$ cat config.mk
export PLATFORM = sky130hd
export DESIGN_NAME = irq_route
export DESIGN_NICKNAME = d
export VERILOG_FILES = /design/src/rtl/irq_route_pkg.sv /design/src/rtl/irq_route.sv
export SDC_FILE = /design/constraint.sdc
export NUM_CORES = 1
export LEC_CHECK = 0
export BUFFER_PORTS_ARGS = -buffer_cell sky130_fd_sc_hd__buf_2
export CAP_MARGIN = 5
export CORE_MARGIN = 2
export CORE_UTILIZATION = 54
export DETAILED_ROUTE_END_ITERATION = 10
export GPL_TIMING_DRIVEN = 1
export PLACE_DENSITY = 0.84
export SKIP_CTS_REPAIR_TIMING = 1
export SLEW_MARGIN = 20
export SYNTH_ARGS = -nofsm -noshare
export SYNTH_HDL_FRONTEND = slang
export SYNTH_SLANG_ARGS = --single-unit
$ cat constraint.sdc
create_clock -name aclk -period 3.5 [get_ports aclk]
set_input_delay 0.175 -clock aclk [delete_from_list [all_inputs] [get_ports aclk]]
set_output_delay 0.175 -clock aclk [all_outputs]
set_load 0.05 [all_outputs]
$ cat src/rtl/irq_route_pkg.sv
// ****************************************************************
// register map and field layout
// ****************************************************************
package irq_route_pkg;
    localparam int ADDR_W = 8;
    localparam int DATA_W = 32;
    localparam int STRB_W = 4;
    localparam int NSRC = 32;

    localparam logic [7:0] OFF_DIRECTION = 8'h58;
    localparam logic [7:0] OFF_TRIGGER_HI = 8'h60;
    localparam logic [7:0] OFF_MAILBOX0 = 8'h70;

    localparam logic [31:0] DIRECTION_RESET = 32'h00000000;
    localparam logic [31:0] MAILBOX_RESET = 32'h00000000;
    // writable direction bits; the rest are fixed
    localparam logic [31:0] DIR_WRITABLE = 32'hff0f8f0f;
    // direction bits that are fixed to the pci side
    localparam logic [31:0] DIR_FIXED_PCI = 32'h00102000;
    // direction bits that are fixed to the local side
    localparam logic [31:0] DIR_FIXED_LOCAL = 32'h00e05000;

    // source positions, shared by direction, enable and pending vectors
    localparam int BIT_PCI_ERRLOG = 31;
    localparam int BIT_LOCAL_ERRLOG = 30;
    localparam int BIT_MASTER_PARITY = 29;
    localparam int BIT_CFG_STATUS = 28;
    localparam int BIT_DMA_LOCAL_ERR = 27;
    localparam int BIT_DMA_PCI_ERR = 26;
    localparam int BIT_DMA_RESET = 25;
    localparam int BIT_DMA_DONE = 24;
    localparam int BIT_PCI_IRQ_IN = 23;
    localparam int BIT_LOCAL_IRQ_IN = 20;
    localparam int BIT_MAILBOX0 = 16;
    localparam int BIT_LOCAL_PARITY = 15;
    localparam int BIT_OUT_POST_NONEMPTY = 13;
    localparam int BIT_IN_FREE_EMPTY = 11;
    localparam int BIT_SOFT_IRQ3 = 3;
    localparam int BIT_SOFT_IRQ2 = 2;
    localparam int BIT_SOFT_IRQ0 = 0;

    localparam logic [1:0] RESP_OKAY = 2'h0;
    localparam logic [1:0] RESP_SLVERR = 2'h2;
endpackage

$ cat src/rtl/irq_route.sv
`timescale 1ns/1ps
`default_nettype none
module irq_route #(
    parameter int ADDR_W = irq_route_pkg::ADDR_W
) (
    // clock and reset
    input wire logic aclk,
    input wire logic aresetn,
    // axi4-lite write address
    input wire logic awvalid,
    output logic awready,
    input wire logic [ADDR_W-1:0] awaddr,
    input wire logic [2:0] awprot,
    // axi4-lite write data
    input wire logic wvalid,
    output logic wready,
    input wire logic [31:0] wdata,
    input wire logic [3:0] wstrb,
    // axi4-lite write response
    output logic bvalid,
    input wire logic bready,
    output logic [1:0] bresp,
    // axi4-lite read address
    input wire logic arvalid,
    output logic arready,
    input wire logic [ADDR_W-1:0] araddr,
    input wire logic [2:0] arprot,
    // axi4-lite read data
    output logic rvalid,
    input wire logic rready,
    output logic [31:0] rdata,
    output logic [1:0] rresp,
    // enable and status bits from the interrupt control and status registers
    input wire logic [31:0] irq_enable,
    input wire logic [31:0] irq_pending,
    // soft irq 1 and 0 trigger writes of 1, one-cycle pulses
    input wire logic [1:0] soft_irq_lo_trigger,
    // flag set pulses towards the status register, bit n sets soft irq n
    output logic [3:0] soft_irq_flag_set,
    // routed interrupt outputs
    output logic local_irq,
    output logic pci_irq
);

    // ****************************************************************
    // decode helpers
    // ****************************************************************
    function automatic logic hit(input logic [ADDR_W-1:0] a, input logic [7:0] off);
        hit = (a[ADDR_W-1:2] == off[ADDR_W-1:2]);
    endfunction

    function automatic logic [31:0] merge(input logic [31:0] old, input logic [31:0] val,
                                          input logic [3:0] strb);
        logic [31:0] m;
        m = {{8{strb[3]}}, {8{strb[2]}}, {8{strb[1]}}, {8{strb[0]}}};
        merge = (old & ~m) | (val & m);
    endfunction

    // ****************************************************************
    // state
    // ****************************************************************
    logic aw_held_q, aw_held_d;
    logic w_held_q, w_held_d;
    logic [ADDR_W-1:0] waddr_q, waddr_d;
    logic [31:0] wdata_q, wdata_d;
    logic [3:0] wstrb_q, wstrb_d;
    logic awready_q, awready_d;
    logic wready_q, wready_d;
    logic bvalid_q, bvalid_d;
    logic [1:0] bresp_q, bresp_d;
    logic arready_q, arready_d;
    logic rvalid_q, rvalid_d;
    logic [31:0] rdata_q, rdata_d;
    logic [1:0] rresp_q, rresp_d;
    logic [31:0] dir_q, dir_d;
    logic [31:0] mbox_q, mbox_d;
    logic [3:0] soft_set_q, soft_set_d;
    logic local_irq_q, pci_irq_q;
    wire [31:0] route_dir;

    // ****************************************************************
    // write channel
    // ****************************************************************
    wire aw_take = awvalid && awready_q;
    wire w_take = wvalid && wready_q;
    // one write under way: commit once both halves are held
    wire do_write = aw_held_q && w_held_q && !bvalid_q;
    wire wr_dir = do_write && hit(waddr_q, irq_route_pkg::OFF_DIRECTION);
    wire wr_trig = do_write && hit(waddr_q, irq_route_pkg::OFF_TRIGGER_HI);
    wire wr_mbox = do_write && hit(waddr_q, irq_route_pkg::OFF_MAILBOX0);
    wire wr_known = wr_dir || wr_trig || wr_mbox;

    assign aw_held_d = aw_held_q ? !do_write : aw_take;
    assign w_held_d = w_held_q ? !do_write : w_take;
    assign waddr_d = aw_take ? awaddr : waddr_q;
    assign wdata_d = w_take ? wdata : wdata_q;
    assign wstrb_d = w_take ? wstrb : wstrb_q;
    assign bvalid_d = do_write || (bvalid_q && !bready);
    assign bresp_d = do_write ? (wr_known ? irq_route_pkg::RESP_OKAY
                                          : irq_route_pkg::RESP_SLVERR) : bresp_q;
    // ready drops while a half is held or the response waits
    assign awready_d = !aw_held_d && !bvalid_d;
    assign wready_d = !w_held_d && !bvalid_d;

    // fixed bits never store; only writable positions take data
    assign dir_d = wr_dir ? (merge(dir_q, wdata_q, wstrb_q) & irq_route_pkg::DIR_WRITABLE)
                          : dir_q;
    assign mbox_d = wr_mbox ? merge(mbox_q, wdata_q, wstrb_q) : mbox_q;

    // trigger bits store nothing: a written 1 becomes a one-cycle set pulse
    assign soft_set_d[irq_route_pkg::BIT_SOFT_IRQ3] =
        wr_trig && wstrb_q[0] && wdata_q[irq_route_pkg::BIT_SOFT_IRQ3];
    assign soft_set_d[irq_route_pkg::BIT_SOFT_IRQ2] =
        wr_trig && wstrb_q[0] && wdata_q[irq_route_pkg::BIT_SOFT_IRQ2];
    assign soft_set_d[1:0] = soft_irq_lo_trigger;

    // ****************************************************************
    // read channel
    // ****************************************************************
    wire ar_take = arvalid && arready_q;
    wire rd_dir = hit(araddr, irq_route_pkg::OFF_DIRECTION);
    wire rd_trig = hit(araddr, irq_route_pkg::OFF_TRIGGER_HI);
    wire rd_mbox = hit(araddr, irq_route_pkg::OFF_MAILBOX0);
    wire [31:0] rd_value = rd_dir ? route_dir : (rd_mbox ? mbox_q : 32'h00000000);

    assign rvalid_d = ar_take || (rvalid_q && !rready);
    assign arready_d = !rvalid_d;
    // trigger register always reads zero
    assign rdata_d = ar_take ? rd_value : rdata_q;
    assign rresp_d = ar_take ? ((rd_dir || rd_trig || rd_mbox) ? irq_route_pkg::RESP_OKAY
                                                              : irq_route_pkg::RESP_SLVERR)
                             : rresp_q;

    // ****************************************************************
    // routing
    // ****************************************************************
    // fixed positions forced regardless of the stored value
    assign route_dir = (dir_q & irq_route_pkg::DIR_WRITABLE)
                     | irq_route_pkg::DIR_FIXED_PCI;
    // a disabled source is dropped before the direction is looked at
    wire [31:0] live = irq_pending & irq_enable;
    // route 0 selects the local side, route 1 the pci side
    wire local_d = |(live & ~route_dir);
    wire pci_d = |(live & route_dir);

    // ****************************************************************
    // registers
    // ****************************************************************
    always_ff @(posedge aclk) begin
        if (!aresetn) begin
            aw_held_q <= 1'b0;
            w_held_q <= 1'b0;
            waddr_q <= '0;
            wdata_q <= 32'h00000000;
            wstrb_q <= 4'h0;
            awready_q <= 1'b0;
            wready_q <= 1'b0;
            bvalid_q <= 1'b0;
            bresp_q <= irq_route_pkg::RESP_OKAY;
        end else begin
            aw_held_q <= aw_held_d;
            w_held_q <= w_held_d;
            waddr_q <= waddr_d;
            wdata_q <= wdata_d;
            wstrb_q <= wstrb_d;
            awready_q <= awready_d;
            wready_q <= wready_d;
            bvalid_q <= bvalid_d;
            bresp_q <= bresp_d;
        end
    end

    always_ff @(posedge aclk) begin
        if (!aresetn) begin
            arready_q <= 1'b0;
            rvalid_q <= 1'b0;
            rdata_q <= 32'h00000000;
            rresp_q <= irq_route_pkg::RESP_OKAY;
        end else begin
            arready_q <= arready_d;
            rvalid_q <= rvalid_d;
            rdata_q <= rdata_d;
            rresp_q <= rresp_d;
        end
    end

    always_ff @(posedge aclk) begin
        if (!aresetn) begin
            dir_q <= irq_route_pkg::DIRECTION_RESET;
            mbox_q <= irq_route_pkg::MAILBOX_RESET;
            soft_set_q <= 4'h0;
            local_irq_q <= 1'b0;
            pci_irq_q <= 1'b0;
        end else begin
            dir_q <= dir_d;
            mbox_q <= mbox_d;
            soft_set_q <= soft_set_d;
            local_irq_q <= local_d;
            pci_irq_q <= pci_d;
        end
    end

    assign awready = awready_q;
    assign wready = wready_q;
    assign bvalid = bvalid_q;
    assign bresp = bresp_q;
    assign arready = arready_q;
    assign rvalid = rvalid_q;
    assign rdata = rdata_q;
    assign rresp = rresp_q;
    assign soft_irq_flag_set = soft_set_q;
    assign local_irq = local_irq_q;
    assign pci_irq = pci_irq_q;

    // ****************************************************************
    // checks
    // ****************************************************************
    localparam int P = irq_route_pkg::BIT_PCI_ERRLOG;
    localparam int Q = irq_route_pkg::BIT_LOCAL_ERRLOG;
    localparam int M = irq_route_pkg::BIT_MAILBOX0;
    localparam int S = irq_route_pkg::BIT_SOFT_IRQ0;
    localparam int LI = irq_route_pkg::BIT_LOCAL_IRQ_IN;
    localparam int PI = irq_route_pkg::BIT_PCI_IRQ_IN;
    localparam int MP = irq_route_pkg::BIT_MASTER_PARITY;
    localparam int CS = irq_route_pkg::BIT_CFG_STATUS;
    localparam int DN = irq_route_pkg::BIT_DMA_DONE;
    localparam int LP = irq_route_pkg::BIT_LOCAL_PARITY;
    localparam int FE = irq_route_pkg::BIT_IN_FREE_EMPTY;

    property p_pel_local;
        @(posedge aclk) disable iff (!aresetn)
        irq_pending[P] && irq_enable[P] && !dir_q[P] |=> local_irq_q;
    endproperty
    a_pel_local: assert property (p_pel_local) else $error("pel not local");

    property p_qel_pci;
        @(posedge aclk) disable iff (!aresetn)
        irq_pending[Q] && irq_enable[Q] && dir_q[Q] |=> pci_irq_q;
    endproperty
    a_qel_pci: assert property (p_qel_pci) else $error("qel not pci");

    property p_fixed_read;
        @(posedge aclk) disable iff (!aresetn)
        ar_take && rd_dir |=> (rdata_q & irq_route_pkg::DIR_FIXED_LOCAL) == 32'h00000000
                              && (rdata_q & irq_route_pkg::DIR_FIXED_PCI)
                                 == irq_route_pkg::DIR_FIXED_PCI;
    endproperty
    a_fixed_read: assert property (p_fixed_read) else $error("fixed route wrong");

    property p_pci_in_local;
        @(posedge aclk) disable iff (!aresetn)
        irq_pending == (32'h1 << PI) && irq_enable[PI] |=> local_irq_q && !pci_irq_q;
    endproperty
    a_pci_in_local: assert property (p_pci_in_local) else $error("pci in not local");

    property p_local_in_pci;
        @(posedge aclk) disable iff (!aresetn)
        irq_pending == (32'h1 << LI) && irq_enable[LI] |=> pci_irq_q && !local_irq_q;
    endproperty
    a_local_in_pci: assert property (p_local_in_pci) else $error("local in not pci");

    property p_mb_route;
        @(posedge aclk) disable iff (!aresetn)
        wr_dir && wstrb_q[2] |=> route_dir[M] == $past(wdata_q[M]);
    endproperty
    a_mb_route: assert property (p_mb_route) else $error("mailbox route not stored");

    property p_si_route;
        @(posedge aclk) disable iff (!aresetn)
        wr_dir && wstrb_q[0] |=> route_dir[S] == $past(wdata_q[S]);
    endproperty
    a_si_route: assert property (p_si_route) else $error("soft route not stored");

    property p_gate;
        @(posedge aclk) disable iff (!aresetn)
        (irq_pending & irq_enable) == 32'h00000000 |=> !local_irq_q && !pci_irq_q;
    endproperty
    a_gate: assert property (p_gate) else $error("disabled source routed");

    property p_trig3;
        @(posedge aclk) disable iff (!aresetn)
        wr_trig && wstrb_q[0] && wdata_q[3] |=> soft_irq_flag_set[3] ##1 !soft_irq_flag_set[3];
    endproperty
    a_trig3: assert property (p_trig3) else $error("trigger 3 pulse wrong");

    property p_trig2_zero;
        @(posedge aclk) disable iff (!aresetn)
        !(wr_trig && wdata_q[2]) |=> !soft_irq_flag_set[2];
    endproperty
    a_trig2_zero: assert property (p_trig2_zero) else $error("spurious trigger 2");

    property p_trig_lo;
        @(posedge aclk) disable iff (!aresetn)
        soft_irq_lo_trigger[0] |=> soft_irq_flag_set[0];
    endproperty
    a_trig_lo: assert property (p_trig_lo) else $error("trigger 0 lost");

    property p_mbox_read;
        @(posedge aclk) disable iff (!aresetn)
        ar_take && rd_mbox |=> rvalid_q && rdata_q == $past(mbox_q);
    endproperty
    a_mbox_read: assert property (p_mbox_read) else $error("mailbox read mismatch");

    property p_bresp_bound;
        @(posedge aclk) disable iff (!aresetn)
        do_write |=> bvalid_q;
    endproperty
    a_bresp_bound: assert property (p_bresp_bound) else $error("no write response");

    property p_mpar_local;
        @(posedge aclk) disable iff (!aresetn)
        irq_pending[MP] && irq_enable[MP] && !dir_q[MP] |=> local_irq_q;
    endproperty
    a_mpar_local: assert property (p_mpar_local) else $error("mpar not local");

    property p_cfg_pci;
        @(posedge aclk) disable iff (!aresetn)
        irq_pending[CS] && irq_enable[CS] && dir_q[CS] |=> pci_irq_q;
    endproperty
    a_cfg_pci: assert property (p_cfg_pci) else $error("cfg status not pci");

    property p_done_pci;
        @(posedge aclk) disable iff (!aresetn)
        irq_pending[DN] && irq_enable[DN] && dir_q[DN] |=> pci_irq_q;
    endproperty
    a_done_pci: assert property (p_done_pci) else $error("dma done not pci");

    property p_lpar_pci;
        @(posedge aclk) disable iff (!aresetn)
        irq_pending[LP] && irq_enable[LP] && dir_q[LP] |=> pci_irq_q;
    endproperty
    a_lpar_pci: assert property (p_lpar_pci) else $error("local parity not pci");

    property p_list_route;
        @(posedge aclk) disable iff (!aresetn)
        wr_dir && wstrb_q[1] |=> route_dir[FE] == $past(wdata_q[FE]);
    endproperty
    a_list_route: assert property (p_list_route) else $error("list route not stored");

    property p_any_local;
        @(posedge aclk) disable iff (!aresetn)
        (irq_pending & irq_enable & ~route_dir) != 32'h00000000 |=> local_irq_q;
    endproperty
    a_any_local: assert property (p_any_local) else $error("local output missed");

    property p_any_pci;
        @(posedge aclk) disable iff (!aresetn)
        (irq_pending & irq_enable & route_dir) != 32'h00000000 |=> pci_irq_q;
    endproperty
    a_any_pci: assert property (p_any_pci) else $error("pci output missed");

    c_mbox_write: cover property (@(posedge aclk) disable iff (!aresetn) wr_mbox);
    c_trig3: cover property (@(posedge aclk) disable iff (!aresetn) soft_set_q[3]);
    c_both: cover property (@(posedge aclk) disable iff (!aresetn) local_irq_q && pci_irq_q);
    c_unmapped: cover property (@(posedge aclk) disable iff (!aresetn)
        rvalid_q && rresp_q == irq_route_pkg::RESP_SLVERR);

endmodule // irq_route
`default_nettype wire

* Word-level counts from Yosys, hierarchy flattened
Cells that the tools add are included.
** Storage, ports and cells
- Flip-flop bits (word level) :: 146
- Latch bits :: 0
- RAM bits :: 0
- Bits in read-only memories :: 0
- Logic and storage cells :: 71
- Memories kept :: 0
** Operators by class
- Add/sub/neg operators :: 0
- Multipliers :: 0
- Div/mod/pow operators :: 0
- $lt $le $gt $ge :: 0
- Equality and inequality tests :: 6
- Shifts and indexed selects :: 0
- Muxes and demuxes :: 6
- Bitwise operators :: 10
- Reductions and logical operators :: 31
** Operators with widths (count)
- 32-bit bitwise AND :: 6
- 32-bit two-way mux :: 2
- 32-bit NOT :: 2
- 32-bit bitwise OR :: 2
- 32-bit OR reduction :: 2
- 6-bit by 5-bit equality test with 1-bit output (second input constant) :: 6
- 1-bit logical AND :: 15
- 1-bit logical NOT :: 8
- 1-bit logical OR :: 6
- 2-bit two-way mux :: 2
- 1-bit two-way mux :: 2

* Logic depth before layout (Yosys ltp)
Gate-level depths: netlist (run 1).
- Depth in word-level cells :: 6
- Gate-level depth with buffers :: 6
- Depth with buffers taken out :: 4

* Worst setup path before layout (run 1)
OpenSTA, ideal clock, no wires.
- Path type :: register -> register
- Start point :: register bvalid_q (netlist: bvalid)
- End point :: register with a tool-made name
- Setup time :: 72 ps
- Arrival time :: 1585 ps
- Data required time :: 3428 ps
- Path slack :: 1843 ps
- Stages on the path, launching flop included :: 6
- Clock period less this slack :: 1657 ps
- Cell sequence :: dfxtp_1 > and3b_1 > and4_1 > buf_4 > nand2_2 > mux2i_1
** RTL lines
- from (decl) :: RTL line irq_route.sv:69 : logic bvalid_q, bvalid_d;
- from (signal assigned) :: RTL line irq_route.sv:168 : bvalid_q <= bvalid_d;

==> impl_results.md, run 1 <==
* Row Count at 37
* Lkg Pwr at 0.00338 uW
* Diode count at 0
* Clock tree sinks at 142
* Area of the multi-input gates at 2600 um2
* Core area at 10300 um2
* Leading area contributor after synthesis: dfxtp_1
* Tcrit/Tclk final at 0.545
* Post-synthesis to final-layout area growth at 33.9%
* Dominant cells by area after synthesis: dfxtp_1, nand2_1, mux2i_1
* Drt total wl at 17000 um
* Placed cell areas at 6500 um2
* Placed cell count at 930
* Reg2reg path depth at 4
* Worst hold path stage count at 3
* Max_slew headroom at 0.530
* Finished Layout Cells at 1012
* Most common cell in the netlist: nand2_1
* Hold endpoint: waddr_q[2]
* Drt wl/cell at 16.8 um
* Final RePlAce weighted congestion at 0.899
* Worst R2R Start: waddr_q[7]
* Via density per instance at 5.66
* Share of cells above drive strength 1 at 0.250
* #FFs+latches synth at 142
* Largest net degree at the start of global routing at 73
* Total Routing Usage GR at 0.280
* I/O pin count at 178
* CTS tree: yes
* CP startpoint kind: flop
* Syn Inst Count at 670
* Worst-path maximum fanout at 15
* CTS root buf: clkbuf_8
* Residual DRC at 0
* Clock latency at the later pin of the worst-skew pair at 0.52 ns
* Number of library cell types mapped by synthesis at 40
* Storage cell area at 2840 um2
* Final min period at 1.91 ns
* Fill count at 758
* Syn_area_per_cell at 8.51 um2
* Hpwl dp at 11200 um
* Sequential-to-total area share from yosys stat at 0.498
* Data required, critical path at 3.90 ns
* Fin Setup TNS at 0 ns
* Routed Antenna Nets at 0
* Vias in the first global route at 5148
* Final Max Tran Viols at 0
* Initial antenna violation count at 0
* Hold path start: awvalid
* Yosys top cell area share at 0.498
* Final Hold Fails at 0
* Die X at 107 um
* Post-synth top flop: dfxtp_1
* Crit Path Class: reg2reg
* Pwr per Cell Area at 528 nW/um2
* Outcome: completed
* Yosys warns at 0
* Post-synth EDFFs at 0
* Total of max-cap violations at 0
* Worst Path Arrival at 2.30 ns
* Synthesized cell area at 5700 um2
* Worst Skew at 0.0108 ns
* Synth async-reset ratio at 0
* First-pass GRT wire length at 25000 um
* Slew @ Worst Pin at 0.702 ns
* Input/output buffers at 165
* RSZ-0062 raised after global routing: false
* Fin nets at 994
* Post-route cell area at 7640 um2
* Grt total ovfl at 0
* Initial core utilization at 0.555
* Worst vdd ir at 0.392 mV
* Pre-CTS WS at 1.64 ns
* Clock Tree Buf Depth at 2
* CP Capture Type: flop
* Fmax at 525 MHz
* Setup ws final at 1.59 ns
* Die H at 107 um
* Initial DRC count at 526
* Hold Path Class: in2reg
* R2R Setup Slk at 1.59 ns
* Die area at 11400 um2
* Worst-path clk slew at 0.06 ns
* First-pass detailed-route iteration total at 7
* Vias at 5731
* Total CTS buffers at 17
* Final setup viols at 0
* Commonest cells post-synth: nand2_1, dfxtp_1, a21oi_1
* H-tree depth at 4
## worst max-delay path, cell delays in order (launching register included)
cell and delay [ns]:
dfxtp_1 0.32, nor3b_2 0.28, and4_1 0.65, nand2_1 0.34, mux2i_1 0.19
## where the power goes
group	internal [uW]	leakage [uW]	switching (uW)	total, uW
Combinational	158	0.00192	259	417
Sequential	1670	0.00115	35.2	1700
Clock	1230	0.000304	687	1910
Total	3050	0.00338	981	4030
## through the flow
stage | total power (uW) | hold slack (ns) | util
2_1_floorplan | 1970 | 0.302 | -
3_3_place_gp | 2090 | 0.379 | 0.632
3_5_place_dp | 2100 | 0.388 | 0.632
4_1_cts | 4000 | -0.150 | 0.694
5_1_grt | 4160 | 0.0127 | 0.743
6_report | 4030 | 0.00313 | 0.743
## metal layers
layer,vias up,part of all wire,global-route usage
li1,2715,-,-
met1,2662,0.41,0.356
met2,297,0.49,0.458
met3,57,0.066,0.0644
met4,0,0.031,0.120
met5,-,0,0
## cell families (layout without fill, tap and decap cells)
family | Yosys count | after routing | synth area share
compound gates | 123 | 123 | 0.133
mux | 43 | 43 | 0.0755
buf+inv | 52 | 257 | 0.0467
flops | 142 | 142 | 0.498
simple gates | 309 | 309 | 0.246
other cells | 1 | 2 | 0.000658
## worst max path at each step
stage / to / slack [ns] / start
floorplan: flop / 1.84 / bvalid
global placement: flop / 1.71 / bvalid
detailed placement: rdata[3] / 1.64 / arready
CTS: flop / 1.64 / waddr_q[7]
global route: flop / 1.42 / waddr_q[6]
finish: flop / 1.59 / waddr_q[7]
## cell usage in the layout (no fill, tap or decap), types with 19 or more instances in the layout
master	count
nor3_1	21
dfxtp_1	142
nand2_1	171
mux2i_1	43
nor2_1	24
a221oi_1	19
a21oi_1	71
buf_2	165
nand3_1	47
dlygate4sd3_1	50
## layout make-up
type,instances,area share
Tap cell,136,0.0223
Timing Repair Buffer,221,0.180
Clock buffer,17,0.0542
Clock inverter,15,0.0287
Inverter,4,0.00197
Multi-Input combinational cell,477,0.341
Sequential cell,142,0.372
(Power assumes the default switching activity.)
==> run 2, diff against run 1 <==
--- a/config.mk
+++ b/config.mk
@@ -8,10 +8,10 @@
 export BUFFER_PORTS_ARGS = -buffer_cell sky130_fd_sc_hd__buf_2
 export CAP_MARGIN = 5
 export CORE_MARGIN = 2
-export CORE_UTILIZATION = 54
+export CORE_UTILIZATION = 46
 export DETAILED_ROUTE_END_ITERATION = 10
 export GPL_TIMING_DRIVEN = 1
-export PLACE_DENSITY = 0.84
+export PLACE_DENSITY = 0.76
 export SKIP_CTS_REPAIR_TIMING = 1
 export SLEW_MARGIN = 20
 export SYNTH_ARGS = -nofsm -noshare
==> constraint.sdc (replaced) <==
create_clock -name aclk -period 1.68 [get_ports aclk]
set_input_delay 0.084 -clock aclk [delete_from_list [all_inputs] [get_ports aclk]]
set_output_delay 0.084 -clock aclk [all_outputs]
set_load 0.05 [all_outputs]
==> run 2 against run 1 <==
Net effect: via count down 2.5%; core utilization down 11 points; the flow now finishes with violations (hold timing); final area up 0.61%; count of clock-buffer cells in the layout up 2; global-route usage down 4.6 points; first-iteration DRC count down 15%; power up 97%; hold slack worse by 0.024 ns; sequential cell count unchanged; final cell count up 3.5%.
==> impl_results.md, run 2 (synthesis results as in run 1) <==
* Outcome: complete, but fails checks
* Failing checks: hold timing
* Drt wl/cell at 15.5 um
* Fin nets at 997
* CP startpoint kind: flop
* Reg2reg path depth at 4
* Routed Antenna Nets at 0
* Core area at 12100 um2
* Post-synthesis to final-layout area growth at 34.7%
* Clock latency at the later pin of the worst-skew pair at 0.41 ns
* Clock share of power at 0.443
* Initial antenna violation count at 0
* CTS root buf: clkbuf_16
* Initial core utilization at 0.473
* Die area at 13300 um2
* Slew @ Worst Pin at 0.534 ns
* First-pass detailed-route iteration total at 5
* First-pass GRT wire length at 24200 um
* Drt total wl at 16200 um
* Row Count at 40
* Fmax at 639 MHz
* Final min period at 1.56 ns
* Final Max Tran Viols at 0
* Fin Setup TNS at 0 ns
* Total Routing Usage GR at 0.234
* Post-route cell area at 7680 um2
* Hpwl dp at 10700 um
* Total CTS buffers at 17
* Final Hold Fails at 1
* Lkg Pwr at 0.00338 uW
* Diode count at 0
* Worst-path clk slew at 0.06 ns
* Vias at 5585
* Tcrit/Tclk final at 0.931
* Commonest non-fill, non-tap cells in the layout: nand2_1, buf_2, dfxtp_1, a21oi_1, nand3_1
* Crit Path Class: reg2reg
* Sw frac at 0.258
* Hold path start: irq_enable[24]
* Worst R2R Start: bvalid
* Clock Tree Buf Depth at 2
* Vias in the first global route at 4917
* Clock tree sinks at 142
* CTS tree: yes
* I/O pin count at 178
* Largest net degree at the start of global routing at 73
* Flop pwr share at 0.446
* Via density per instance at 5.33
* Input/output buffers at 165
* Hold endpoint: pci_irq
* CP Capture Type: flop
* Initial DRC count at 447
* Final setup viols at 0
* Placed cell areas at 6660 um2
* Die X at 115 um
* Worst vdd ir at 0.531 mV
* Combinational fraction of design power at 0.111
* Final RePlAce weighted congestion at 0.862
* Worst-path maximum fanout at 5
* Commonest non-fill, non-tap cell in the layout: nand2_1
* R2R Setup Slk at 0.12 ns
* Worst Skew at 0.00745 ns
* Hold Path Class: in2reg
* Max_slew headroom at 0.641
* Switching Power at 2050 uW
* Worst hold path stage count at 3
* H-tree depth at 4
* Die H at 115 um
* RSZ-0062 raised after global routing: true
* Total of max-cap violations at 0
* Worst Path Arrival at 1.86 ns
* Pwr per Cell Area at 1030 nW/um2
* Residual DRC at 0
* WHS at -0.0206 ns
* Power Internal at 5890 uW
* Share of cells above drive strength 1 at 0.255
* Grt total ovfl at 0
* Data required, critical path at 1.98 ns
## run 2: changes by cell type in the layout (fill, tap and decap cells not counted), moves of 3 or more
cell           previous run  this run
dlygate4sd3_1            50        45
buf_12                    0         6
bufinv_16                 5         1
clkinvlp_4                3         6
## run 2: layout make-up
type	instances	area [um2]
sequential	142	2840
clock inverter	13	116
tap	168	210
multi-input combinational	477	2600
inverter	4	15.0
clock buffer	19	443
fill	1016	4380
timing repair buffer	224	1460
## run 2: per-layer routing
layer | GRT usage | share of wire | up-vias
met2 | 0.375 | 0.48 | 221
met5 | 0 | 0 | -
met4 | 0.0779 | 0.021 | 0
met1 | 0.311 | 0.44 | 2611
met3 | 0.0564 | 0.060 | 31
li1 | - | - | 2722
## run 2: metrics by stage
step	power, uW	utilization	instances	setup WS [ns]
after floorplan	4100	-	671	0.0229
after global placement	4400	0.552	969	0.121
after detailed placement	4410	0.552	969	0.0844
after CTS	7910	0.599	1001	0.0497
after global routing	8250	0.637	1047	0.0121
final	7940	0.637	1047	0.115
## run 2: power groups by stage
stage | logic, uW | registers [uW] | clock network (uW)
2_1_floorplan | 326 | 3770 | 0
3_3_place_gp | 789 | 3610 | 0
3_5_place_dp | 794 | 3610 | 0
4_1_cts | 797 | 3540 | 3580
5_1_grt | 956 | 3550 | 3750
6_report | 884 | 3540 | 3520
## run 2: worst max-delay path by stage
stage / start / slack, ns / depth (start not counted) / endpoint
2_1_floorplan: bvalid / 0.02 / 5 / flop
3_3_place_gp: bvalid / 0.12 / 4 / flop
3_5_place_dp: bvalid / 0.08 / 4 / flop
4_1_cts: bvalid / 0.05 / 4 / flop
5_1_grt: waddr_q[7] / 0.01 / 5 / flop
6_report: bvalid / 0.12 / 4 / flop
## run 2: critical path: stages, from the launching register on
cell and delay, ns:
dfxtp_1 0.34, and3b_1 0.30, and4_1 0.44, nand2_2 0.20, mux2i_1 0.16
